===== src/mrc_pkg.sv =====
// Purpose: Shared constants and carrier types for the MAC run control and frame limit block.
// Assumes: APB slave with 32-bit data; one aligned word per register.
// Notes:   Offsets are byte addresses.
package mrc_pkg;
    localparam logic [7:0]  MRC_OFF_CTRL        = 8'h00;
    localparam logic [7:0]  MRC_OFF_LIMIT       = 8'h04;
    localparam logic [7:0]  MRC_OFF_FLOW        = 8'h08;
    localparam int          MRC_BIT_COLLISION   = 16;
    localparam int          MRC_BIT_CARRIER     = 17;
    localparam int          MRC_BIT_STATS_ON    = 21;
    localparam int          MRC_BIT_STATS_OFF   = 22;
    localparam int          MRC_BIT_STATS_RUN   = 23;
    localparam int          MRC_BIT_TX_ON       = 24;
    localparam int          MRC_BIT_TX_OFF      = 25;
    localparam int          MRC_BIT_TX_RUN      = 26;
    localparam int          MRC_BIT_RX_ON       = 27;
    localparam int          MRC_BIT_RX_OFF      = 28;
    localparam int          MRC_BIT_RX_RUN      = 29;
    localparam int          MRC_BIT_PAUSED      = 30;
    localparam int          MRC_BIT_HONOR_PAUSE = 8;
    localparam int          MRC_LIMIT_W         = 14;
    localparam logic [13:0] MRC_LIMIT_RST       = 14'h05EE;
    localparam logic [13:0] MRC_VLAN_EXTRA      = 14'h0004;
    localparam int          MRC_QUANTUM_BITS    = 512;
    localparam int          MRC_PAUSE_W         = 16;

    typedef struct packed {
        logic        valid;
        logic        vlan;
        logic [13:0] length;
    } mrc_frame_end_s;

    typedef struct packed {
        logic        valid;
        logic [15:0] quanta;
    } mrc_pause_req_s;

    typedef enum logic [0:0] {
        MRC_RUN    = 1'b0,
        MRC_HALTED = 1'b1
    } mrc_pause_e;
endpackage


===== src/mrc_top.sv =====
// Purpose: Upper MAC control bits, pause halt timing and received frame length check.
// Assumes: 20 MHz clk; collision and carrier arrive from the PHY clock domain.
// Notes:   Pause timer ticks once per quantum_cycles clocks.
// How it works
// - Bit 16 shows live collision, unlatched.
// - Bit 17 shows live carrier sense, unlatched.
// - Self-clearing bit 21 starts statistics counting.
// - Self-clearing bit 22 stops statistics counting.
// - Bit 23 reads statistics running state.
// - Self-clearing bit 24 enables transmitter.
// - Self-clearing bit 25 disables transmitter.
// - Bit 26 reads transmitter enabled state.
// - Self-clearing bit 27 enables receiver.
// - Self-clearing bit 28 disables receiver.
// - Bit 29 reads receiver enabled state.
// - PAUSE frame halts transmit; bit 30 shows.
// - Paused bit clears when transmission resumes.
// - Reserved bits are written zero, read zero.
// - Limit is 14-bit byte count, DA through data.
// - Untagged length at or above limit flags oversize.
// - Tagged frames get limit plus four.
// - Pause acted on only when bit 8 set.
`timescale 1ns/100ps
module mrc_top
    import mrc_pkg::*;
#(
    parameter int QUANTUM_CYCLES = 1
) (
    input  wire logic           clk,
    input  wire logic           rst,
    input  wire logic           psel,
    input  wire logic           penable,
    input  wire logic           pwrite,
    input  wire logic [7:0]     paddr,
    input  wire logic [31:0]    pwdata,
    output logic      [31:0]    prdata,
    output logic                pready,
    output logic                pslverr,
    input  wire logic           collision_live,
    input  wire logic           carrier_live,
    input  wire mrc_pause_req_s pause_req,
    input  wire mrc_frame_end_s frame_end,
    output logic                stats_running,
    output logic                transmit_running,
    output logic                receive_running,
    output logic                transmit_paused,
    output logic                frame_too_long_flag,
    output logic                frame_status_valid
);
    // A pause timer needs at least one clock per quantum.
    if (QUANTUM_CYCLES < 1) begin : g_bad_quantum
        $error("QUANTUM_CYCLES must be at least one");
    end

    function automatic logic run_next(input logic cur, input logic on_s, input logic off_s);
        logic r;
        r = cur;
        if (off_s) begin
            r = 1'b0;
        end else if (on_s) begin
            r = 1'b1;
        end
        return r;
    endfunction

    logic              acc;
    logic              wr_ctrl;
    logic              wr_limit;
    logic              wr_flow;
    logic [2:0]        col_sync_q;
    logic [2:0]        crs_sync_q;
    logic              col_q;
    logic              crs_q;
    logic [13:0]       limit_q;
    logic              honor_q;
    mrc_pause_e        pstate_q;
    logic [15:0]       quanta_q;
    logic [31:0]       qcnt_q;
    logic              tick;
    logic [14:0]       eff_limit;
    logic              st_n;
    logic              tx_n;
    logic              rx_n;

    assign acc      = psel && penable;
    assign wr_ctrl  = acc && pwrite && (paddr == MRC_OFF_CTRL);
    assign wr_limit = acc && pwrite && (paddr == MRC_OFF_LIMIT);
    assign wr_flow  = acc && pwrite && (paddr == MRC_OFF_FLOW);

    // Strobes are never stored, so they clear themselves.
    assign st_n = run_next(stats_running, wr_ctrl & pwdata[MRC_BIT_STATS_ON],
                           wr_ctrl & pwdata[MRC_BIT_STATS_OFF]);
    assign tx_n = run_next(transmit_running, wr_ctrl & pwdata[MRC_BIT_TX_ON],
                           wr_ctrl & pwdata[MRC_BIT_TX_OFF]);
    assign rx_n = run_next(receive_running, wr_ctrl & pwdata[MRC_BIT_RX_ON],
                           wr_ctrl & pwdata[MRC_BIT_RX_OFF]);

    always_ff @(posedge clk or posedge rst) begin
        if (rst) begin
            stats_running    <= 1'b0;
            transmit_running <= 1'b0;
            receive_running  <= 1'b0;
        end else begin
            stats_running    <= st_n;
            transmit_running <= tx_n;
            receive_running  <= rx_n;
        end
    end

    // Second and third stages must agree before the live view changes.
    always_ff @(posedge clk or posedge rst) begin
        if (rst) begin
            col_sync_q <= 3'h0;
            crs_sync_q <= 3'h0;
            col_q      <= 1'b0;
            crs_q      <= 1'b0;
        end else begin
            col_sync_q <= {col_sync_q[1:0], collision_live};
            crs_sync_q <= {crs_sync_q[1:0], carrier_live};
            if (col_sync_q[1] == col_sync_q[2]) begin
                col_q <= col_sync_q[2];
            end
            if (crs_sync_q[1] == crs_sync_q[2]) begin
                crs_q <= crs_sync_q[2];
            end
        end
    end

    always_ff @(posedge clk or posedge rst) begin
        if (rst) begin
            limit_q <= MRC_LIMIT_RST;
            honor_q <= 1'b0;
        end else begin
            if (wr_limit) begin
                limit_q <= pwdata[MRC_LIMIT_W-1:0];
            end
            if (wr_flow) begin
                honor_q <= pwdata[MRC_BIT_HONOR_PAUSE];
            end
        end
    end

    assign tick = (qcnt_q == 32'(QUANTUM_CYCLES - 1));

    always_ff @(posedge clk or posedge rst) begin
        if (rst) begin
            pstate_q        <= MRC_RUN;
            quanta_q        <= 16'h0000;
            qcnt_q          <= 32'h0000_0000;
            transmit_paused <= 1'b0;
        end else begin
            if (pause_req.valid && honor_q && transmit_running) begin
                quanta_q        <= pause_req.quanta;
                qcnt_q          <= 32'h0000_0000;
                pstate_q        <= (pause_req.quanta != 16'h0000) ? MRC_HALTED : MRC_RUN;
                transmit_paused <= (pause_req.quanta != 16'h0000);
            end else begin
                case (pstate_q)
                    MRC_RUN: begin
                        transmit_paused <= 1'b0;
                    end
                    MRC_HALTED: begin
                        qcnt_q <= tick ? 32'h0000_0000 : qcnt_q + 32'h0000_0001;
                        if (tick) begin
                            quanta_q <= quanta_q - 16'h0001;
                            if (quanta_q == 16'h0001) begin
                                pstate_q        <= MRC_RUN;
                                transmit_paused <= 1'b0;
                            end
                        end
                    end
                    default: begin
                        pstate_q        <= MRC_RUN;
                        transmit_paused <= 1'b0;
                    end
                endcase
            end
        end
    end

    assign eff_limit = {1'b0, limit_q} + (frame_end.vlan ? {1'b0, MRC_VLAN_EXTRA} : 15'h0000);

    always_ff @(posedge clk or posedge rst) begin
        if (rst) begin
            frame_too_long_flag <= 1'b0;
            frame_status_valid  <= 1'b0;
        end else begin
            frame_status_valid <= frame_end.valid && receive_running;
            if (frame_end.valid && receive_running) begin
                frame_too_long_flag <= ({1'b0, frame_end.length} >= eff_limit);
            end
        end
    end

    always_ff @(posedge clk or posedge rst) begin
        if (rst) begin
            prdata  <= 32'h0000_0000;
            pready  <= 1'b0;
            pslverr <= 1'b0;
        end else begin
            pready  <= psel && !penable;
            pslverr <= psel && !penable && !(paddr == MRC_OFF_CTRL || paddr == MRC_OFF_LIMIT
                                              || paddr == MRC_OFF_FLOW);
            prdata  <= 32'h0000_0000;
            if (psel && !penable && !pwrite) begin
                case (paddr)
                    MRC_OFF_CTRL: begin
                        prdata[MRC_BIT_COLLISION] <= col_q;
                        prdata[MRC_BIT_CARRIER]   <= crs_q;
                        prdata[MRC_BIT_STATS_RUN] <= stats_running;
                        prdata[MRC_BIT_TX_RUN]    <= transmit_running;
                        prdata[MRC_BIT_RX_RUN]    <= receive_running;
                        prdata[MRC_BIT_PAUSED]    <= transmit_paused;
                    end
                    MRC_OFF_LIMIT: begin
                        prdata[MRC_LIMIT_W-1:0] <= limit_q;
                    end
                    MRC_OFF_FLOW: begin
                        prdata[MRC_BIT_HONOR_PAUSE] <= honor_q;
                    end
                    default: begin
                        prdata <= 32'h0000_0000;
                    end
                endcase
            end
        end
    end
endmodule


===== config.mk =====
export PLATFORM = sky130hd
export DESIGN_NAME = mrc_top
export DESIGN_NICKNAME = d
export VERILOG_FILES = /design/src/mrc_pkg.sv /design/src/mrc_top.sv
export SDC_FILE = /design/constraint.sdc
export NUM_CORES = 1
export LEC_CHECK = 0
export ABC_AREA = 1
export BUFFER_PORTS_ARGS = -buffer_cell sky130_fd_sc_hd__buf_2
export CAP_MARGIN = 20
export CORE_ASPECT_RATIO = 0.9
export CORE_MARGIN = 2
export CORE_UTILIZATION = 40
export CTS_CLUSTER_SIZE = 40
export DETAILED_ROUTE_END_ITERATION = 6
export PLACE_DENSITY = 0.69
export SLEW_MARGIN = 20
export SYNTH_ARGS = -nofsm -noshare
export SYNTH_HDL_FRONTEND = slang
export SYNTH_SLANG_ARGS = --single-unit

===== constraint.sdc =====
create_clock -name clk -period 8 [get_ports clk]
set_clock_uncertainty 0.05 [all_clocks]
set_input_delay 1.6 -clock clk [delete_from_list [all_inputs] [get_ports clk]]
set_output_delay 1.6 -clock clk [all_outputs]
set_load 0.02 [all_outputs]

==> impl_results.md, run 1 <==
* Slew Viols, Final at 0
* Met1 GRT Util at 28.8%
* Top cell by count, worst path: inv_1
* Pin slew with the least headroom to its limit at 1.03 ns
* Clock sinks at 100
* Synth unique cells at 36
* Global Route Usage Sum at 19.3%
* #FFs+latches synth at 100
* Gate power share at 20.9%
* Placed wire-length estimate at 11000 um
* Via/cell ratio at 4.84
* Sw Share at 33.5%
* Drt initial violations at 424
* Cells after synthesis at 863
* CTS H-tree lvls at 3
* Root buf cell: clkbuf_16
* Setup TNS at 0 ns
* Clk pwr share at 34.6%
* Vias at 5581
* Minimum clock period at 3.83 ns
* Cell Rows at 42
* Setup CP Type: in2reg
* CTS buffer count at 9
* Status: completed
* CP Cell Sequence: buf_2 > nand3_2 > inv_1 > or2_2 > inv_1 > nand2_1 > o21ai_0
* Initial DRT Pass Iterations at 5
* Internal at 0.849 mW
* Largest net degree at the start of global routing at 61
* Share of power burned in registers at 44.4%
* Crit. End Element: flip-flop
* P&R area growth vs syn at 15.1%
* Crit-path slowest cell: inv_1
* Hold depth at 0
* I/O pin cnt at 120
* CTS tree: built
* Post-Route WL at 14900 um
* Starting Density at 41.1%
* Lkg Pwr at 3.45 nW
* Critical R2R Capture: qcnt_q[13]$_DFFE_PP0P_
* Seq/Total Area, Yosys at 41.4%
* Yosys warns at 0
* Die ar. at 0.0162 sq mm
* CP Launch Type: primary input
* Initial antenna violation count at 0
* R2R depth at 6
* Max Buffers Root-to-Sink at 2
* Post-cts sizing count at 0
* Mean post-synth cell area at 7.04 sq um
* Largest fanout on the critical path at 37
* Worst-Skew Late Latency at 0.35 ns
* First-pass GRT wire length at 25000 um
* Worst path top cell family by delay: buffers and inverters
* RePlAce Congestion at 0.929
* Worst rel slew slack at 31.3%
* Max stage delay on crit path at 0.74 ns
* Hold WC Path Type: reg2reg
* Setup bufs post-CTS at 0
* Vias in the first global route at 5023
* Grt ovf at 0
* Arrival time worst endpoint at 4.04 ns
* Top Usage Layer GRT: met1
* Finish-stage setup viols at 0
* Final #Nets at 1051
* ANT cells at 0
* Die height at 121 um
* Critical path buffers and inverters at 3
* Critical R2R Launch: honor_q$_DFFE_PP0P_
* WL per Instance at 12.9 um
* Clock transition at path regs at 0.08 ns
* Die Wd at 134 um
* Worst Min Path Start: crs_sync_q[0]$_DFF_PP0_
* Post-synthesis cell area at 0.00607 sq mm
* Fin crit share at 47.9%
* Post-route ant nets at 0
* Final hold vios at 0
* NetSw at 0.427 mW
* Layout cells sized above 1 at 14.4%
* Peak VDD IR at 0.000105 V
* Max_cap viols at 0
* WHS at 0.308 ns
* RSZ-0062 raised after global routing: no
* GR met3 Demand/Resource at 4.14%
* Number of buffers added on ports at 95
* Drt drc at 0
* Max Freq at 0.261 GHz
* Core Area at 0.0148 sq mm
* Flop2flop setup slack at 5.03 ns
* Met2 usage at 28.6%
* Critical Path RT at 8.21 ns
* Cts hold-fix bufs at 0
* Pwr dens at 183 mW/mm^2
* Worst Hold End: crs_sync_q[1]$_DFF_PP0_
Yosys cell counts:
| master | number | share of area [%] |
|---|---|---|
| a21o_1 | 1 | 0.12 |
| a21oi_1 | 6 | 0.49 |
| a31oi_1 | 2 | 0.21 |
| and3_1 | 1 | 0.10 |
| buf_2 | 7 | 0.58 |
| buf_4 | 13 | 1.6 |
| clkbuf_1 | 9 | 0.56 |
| clkbuf_2 | 2 | 0.16 |
| conb_1 | 1 | 0.062 |
| dfrtp_1 | 92 | 38 |
| dfstp_2 | 8 | 3.5 |
| ha_1 | 20 | 4.1 |
| inv_1 | 89 | 5.5 |
| inv_2 | 1 | 0.062 |
| maj3_1 | 2 | 0.33 |
| nand2_1 | 315 | 19 |
| nand2_2 | 3 | 0.31 |
| nand3_1 | 77 | 6.3 |
| nand3_2 | 1 | 0.16 |
| nand3b_1 | 2 | 0.25 |
| nand4_1 | 11 | 1.1 |
| nor2_1 | 108 | 6.7 |
| nor2_2 | 1 | 0.10 |
| nor2_4 | 2 | 0.37 |
| nor3_1 | 15 | 1.2 |
| nor3b_1 | 7 | 0.87 |
| nor3b_2 | 2 | 0.41 |
| nor4_1 | 5 | 0.52 |
| nor4_4 | 1 | 0.35 |
| o21ai_0 | 25 | 2.1 |
| o21ai_1 | 4 | 0.33 |
| o21ai_2 | 1 | 0.14 |
| o22ai_1 | 1 | 0.10 |
| or2_2 | 4 | 0.41 |
| xnor2_1 | 11 | 1.6 |
| xor2_1 | 13 | 1.9 |
cell usage in the layout (no fill, tap or decap), types with 2 or more instances in the layout:
| cell | count |
|---|---|
| nand2_1 | 315 |
| nor2_1 | 108 |
| buf_2 | 95 |
| dfrtp_1 | 92 |
| inv_1 | 88 |
| nand3_1 | 77 |
| o21ai_0 | 25 |
| ha_1 | 20 |
| nor3_1 | 15 |
| xor2_1 | 13 |
| conb_1 | 12 |
| xnor2_1 | 11 |
| nand4_1 | 11 |
| clkbuf_16 | 9 |
| dfstp_2 | 8 |
| nor3b_1 | 7 |
| a21oi_1 | 6 |
| nor4_1 | 5 |
| o21ai_1 | 4 |
| or2_2 | 4 |
| nand2_2 | 3 |
| clkinv_8 | 3 |
| a31oi_1 | 2 |
| nand3b_1 | 2 |
| maj3_1 | 2 |
| nor3b_2 | 2 |
| nor2_4 | 2 |
| clkinv_4 | 2 |
| buf_4 | 2 |
stage by stage:
step / utilization, % / area (sq um) / instances / setup WS (ns) / total power, mW
floorplan: - / 6110 / 874 / 3.74 / 0.778
global placement: 45.2 / 6680 / 1138 / 3.92 / 0.841
detailed placement: 45.2 / 6680 / 1138 / 3.89 / 0.844
CTS: 47.3 / 6990 / 1154 / 4.20 / 1.29
global route: 47.3 / 6990 / 1154 / 3.92 / 1.36
finish: 47.3 / 6990 / 1154 / 4.17 / 1.28
registers in the layout, summed over array words and instances, names as in the netlist, 3 cells and up:
signal / cells
col_sync_q: 3
crs_sync_q: 3
limit_q: 14
prdata: 20
qcnt_q: 32
quanta_q: 16
cell type report:
| class | count | area, sq um |
|---|---|---|
| multi-input cells | 653 | 3090 |
| clock buffers | 9 | 225 |
| fillers | 1488 | 7780 |
| well taps | 198 | 248 |
| inverters | 90 | 340 |
| repair buffers | 97 | 490 |
| clock inverters | 7 | 85.1 |
| flip-flops and latches | 100 | 2510 |
power by group through the flow:
stage	clock network, mW	registers [mW]	logic [mW]
6_report	0.442	0.567	0.267
5_1_grt	0.477	0.573	0.308
4_1_cts	0.452	0.567	0.269
3_5_place_dp	0	0.577	0.267
3_3_place_gp	0	0.576	0.265
2_1_floorplan	0	0.571	0.207
kinds of logic (layout without fill, tap and decap cells):
group	after synthesis	after routing	synth area share [%]
DFF	100	100	41.4
and+or+nand+nor	555	555	38.7
buffers and inverters	121	203	8.47
xor gates and xnor gates	24	24	3.46
adders and majority gates	22	22	4.45
other	1	12	0.0618
AOI/OAI and AO/OA	40	40	3.46
layer usage:
layer  vias to the layer above  share of wire [%]
met5                         -                  0
met4                         0                1.4
met3                        16                5.7
met2                       172                 43
met1                      2541                 50
li1                       2852                  -
worst max path at each step:
stage | cells past startpoint | end | slack [ns] | startpoint
after detailed placement | 7 | qcnt_q[21]$_DFFE_PP0P_ | 3.89 | pause_req[16]
final | 7 | qcnt_q[13]$_DFFE_PP0P_ | 4.17 | pause_req[16]
after CTS | 7 | qcnt_q[13]$_DFFE_PP0P_ | 4.20 | pause_req[16]
after global placement | 7 | qcnt_q[31]$_DFFE_PP0P_ | 3.92 | pause_req[16]
after floorplan | 1 | col_q$_DFFE_PP0N_ | 3.74 | rst
after global routing | 7 | qcnt_q[13]$_DFFE_PP0P_ | 3.92 | pause_req[16]
(Power assumes the default switching activity.)
==> run 2: changes to the inputs <==
--- a/config.mk
+++ b/config.mk
@@ -13,7 +13,7 @@
 export CORE_UTILIZATION = 40
 export CTS_CLUSTER_SIZE = 40
 export DETAILED_ROUTE_END_ITERATION = 6
-export PLACE_DENSITY = 0.69
+export PLACE_DENSITY = 0.71
 export SLEW_MARGIN = 20
 export SYNTH_ARGS = -nofsm -noshare
 export SYNTH_HDL_FRONTEND = slang
==> constraint.sdc (replaced) <==
create_clock -name clk -period 3.4 [get_ports clk]
set_clock_uncertainty 0.05 [all_clocks]
set_input_delay 0.68 -clock clk [delete_from_list [all_inputs] [get_ports clk]]
set_output_delay 0.68 -clock clk [all_outputs]
set_load 0.02 [all_outputs]
==> run 2 against run 1 <==
  * Clock-buffer cell count unchanged
  * Wire length up 0.39%
  * Register-to-register slack worse by 4.2 ns
  * Largest power group unchanged
  * Flip-flop and latch count unchanged
  * Clock power up 150%
  * Final area up 0.73%
  * Non-clock buffer count up 5
  * Power up 140%
  * Sequential power up 130%
  * Core utilization up 0.35 points
==> impl_results.md, run 2 (same netlist as run 1, synthesis figures left out) <==
* Status: completed
* Finish-stage setup viols at 0
* Worst setup endpoint: frame_too_long_flag$_DFFE_PP0P_
* Setup CP Type: reg2reg
* Peak VDD IR at 0.000281 V
* Max Freq at 0.382 GHz
* Crit path launch: limit_q[2]$_DFFE_PP1P_
* Share of power burned in registers at 43.4%
* Critical R2R Capture: frame_too_long_flag$_DFFE_PP0P_
* Via/cell ratio at 4.81
* CTS H-tree lvls at 3
* R2R depth at 15
* Drt initial violations at 341
* Vias in the first global route at 5104
* Vias at 5577
* Clk pwr share at 35.4%
* Final #Nets at 1056
* Setup TNS at 0 ns
* Setup bufs post-CTS at 0
* Pin slew with the least headroom to its limit at 0.904 ns
* Die ar. at 0.0162 sq mm
* Root buf cell: clkbuf_16
* Internal at 2.07 mW
* RePlAce Congestion at 0.928
* DP Area at 0.00673 sq mm
* CTS buffer count at 9
* Clock transition at path regs at 0.07 ns
* Max_cap viols at 0
* Minimum clock period at 2.62 ns
* Layout cells sized above 1 at 14.9%
* Grt ovf at 0
* Cts hold-fix bufs at 0
* Fin crit share at 77.0%
* Largest fanout on the critical path at 5
* NetSw at 1.00 mW
* Crit. End Element: flip-flop
* CP Cell Sequence: ha_1 > nand2_1 > nor2_1 > nand4_1 > nor3_1 > xor2_1 > inv_1 > ha_1 > and3_1 > nand2_1 > inv_1 > nand2_1 > nand3_1 > nand2_1 > inv_1
* Biggest register: qcnt_q
* I/O pin cnt at 120
* P&R area growth vs syn at 15.9%
* Largest regs: qcnt_q: 32 flops, prdata: 20 flops, quanta_q: 16 flops
* WL per Instance at 12.9 um
* Max reg flops at 32
* ANT cells at 0
* Arrival time worst endpoint at 2.82 ns
* CTS tree: built
* Global Route Usage Sum at 19.5%
* Initial antenna violation count at 0
* Pwr dens at 436 mW/mm^2
* Post-route cell area at 0.00704 sq mm
* Die Wd at 134 um
* Largest net degree at the start of global routing at 64
* Placed wire-length estimate at 11000 um
* Critical R2R Launch: limit_q[2]$_DFFE_PP1P_
* Die height at 121 um
* Drt drc at 0
* Most common cell after layout, fill and taps aside: nand2_1
* Post-cts sizing count at 0
* Final hold vios at 0
* Number of buffers added on ports at 95
* Post-Route WL at 14900 um
* Max Buffers Root-to-Sink at 2
* Final core utilization at 47.7%
* Hold WC Path Type: in2async
* Slew Viols, Final at 0
* Initial DRT Pass Iterations at 5
* Max stage delay on crit path at 0.55 ns
* Top cell by count, worst path: nand2_1
* Starting Density at 41.1%
* Critical Path RT at 3.60 ns
* Core Area at 0.0148 sq mm
* Cell Rows at 42
* First-pass GRT wire length at 25300 um
* Flop2flop setup slack at 0.78 ns
* Gate power share at 21.2%
* RSZ-0062 raised after global routing: no
* Most frequent cells in the layout: nand2_1, nor2_1, buf_2
* Post-route ant nets at 0
* Lkg Pwr at 3.48 nW
* Worst rel slew slack at 39.5%
* Sw Share at 32.6%
* CP Launch Type: flip-flop
* Clock sinks at 100
* Crit-path slowest cell: dfstp_2
* Worst-Skew Late Latency at 0.36 ns
[run 2: stage by stage]
stage | total power [mW] | cells | worst slack, ns | hold WS (ns)
after floorplan | 1.83 | 874 | 0.0645 | 0.281
after global placement | 1.99 | 1143 | 0.594 | 0.282
after detailed placement | 2.00 | 1143 | 0.567 | 0.295
after CTS | 3.10 | 1159 | 0.784 | 0.312
after global routing | 3.26 | 1159 | 0.495 | 0.322
final | 3.07 | 1159 | 0.783 | 0.311
[run 2: worst min-delay path by stage]
stage,startpoint,slack (ns),cells past startpoint,end
2_1_floorplan,col_sync_q[0]$_DFF_PP0_,0.28,0,col_sync_q[1]$_DFF_PP0_
3_3_place_gp,col_sync_q[0]$_DFF_PP0_,0.28,0,col_sync_q[1]$_DFF_PP0_
3_5_place_dp,col_sync_q[0]$_DFF_PP0_,0.30,0,col_sync_q[1]$_DFF_PP0_
4_1_cts,col_sync_q[0]$_DFF_PP0_,0.31,0,col_sync_q[1]$_DFF_PP0_
5_1_grt,col_sync_q[0]$_DFF_PP0_,0.32,0,col_sync_q[1]$_DFF_PP0_
6_report,rst,0.31,2,frame_status_valid$_DFF_PP0_
[run 2: area by class of cell]
type	count	area, sq um
sequential	100	2510
timing repair buffer	102	541
clock buffer	9	225
tap	198	248
fill	1432	7730
inverter	90	340
multi-input combinational	653	3090
clock inverter	7	86.3
[run 2: power by group through the flow]
stage	Combinational [mW]	Sequential, mW	Clock [mW]
global route	0.755	1.35	1.16
CTS	0.652	1.33	1.11
finish	0.651	1.33	1.09
detailed placement	0.646	1.36	0
floorplan	0.487	1.34	0
global placement	0.635	1.36	0
[run 2: per-layer routing]
| layer | vias up | GRT usage (%) | wire (um) |
|---|---|---|---|
| met5 | - | 0 | 0 |
| met4 | 0 | 4.19 | 152 |
| met3 | 14 | 4.43 | 991 |
| met2 | 169 | 28.8 | 6410 |
| met1 | 2523 | 29.2 | 7360 |
| li1 | 2871 | - | - |
[run 2: critical path: cells and delay by family (launching register included)]
family / cells / cell delay, ns
buffers and inverters: 3 / 0.13
XOR/XNOR: 1 / 0.17
adder cells (fa/ha/maj): 2 / 0.44
AND/OR/NAND/NOR: 9 / 1.16
flip-flops: 1 / 0.55
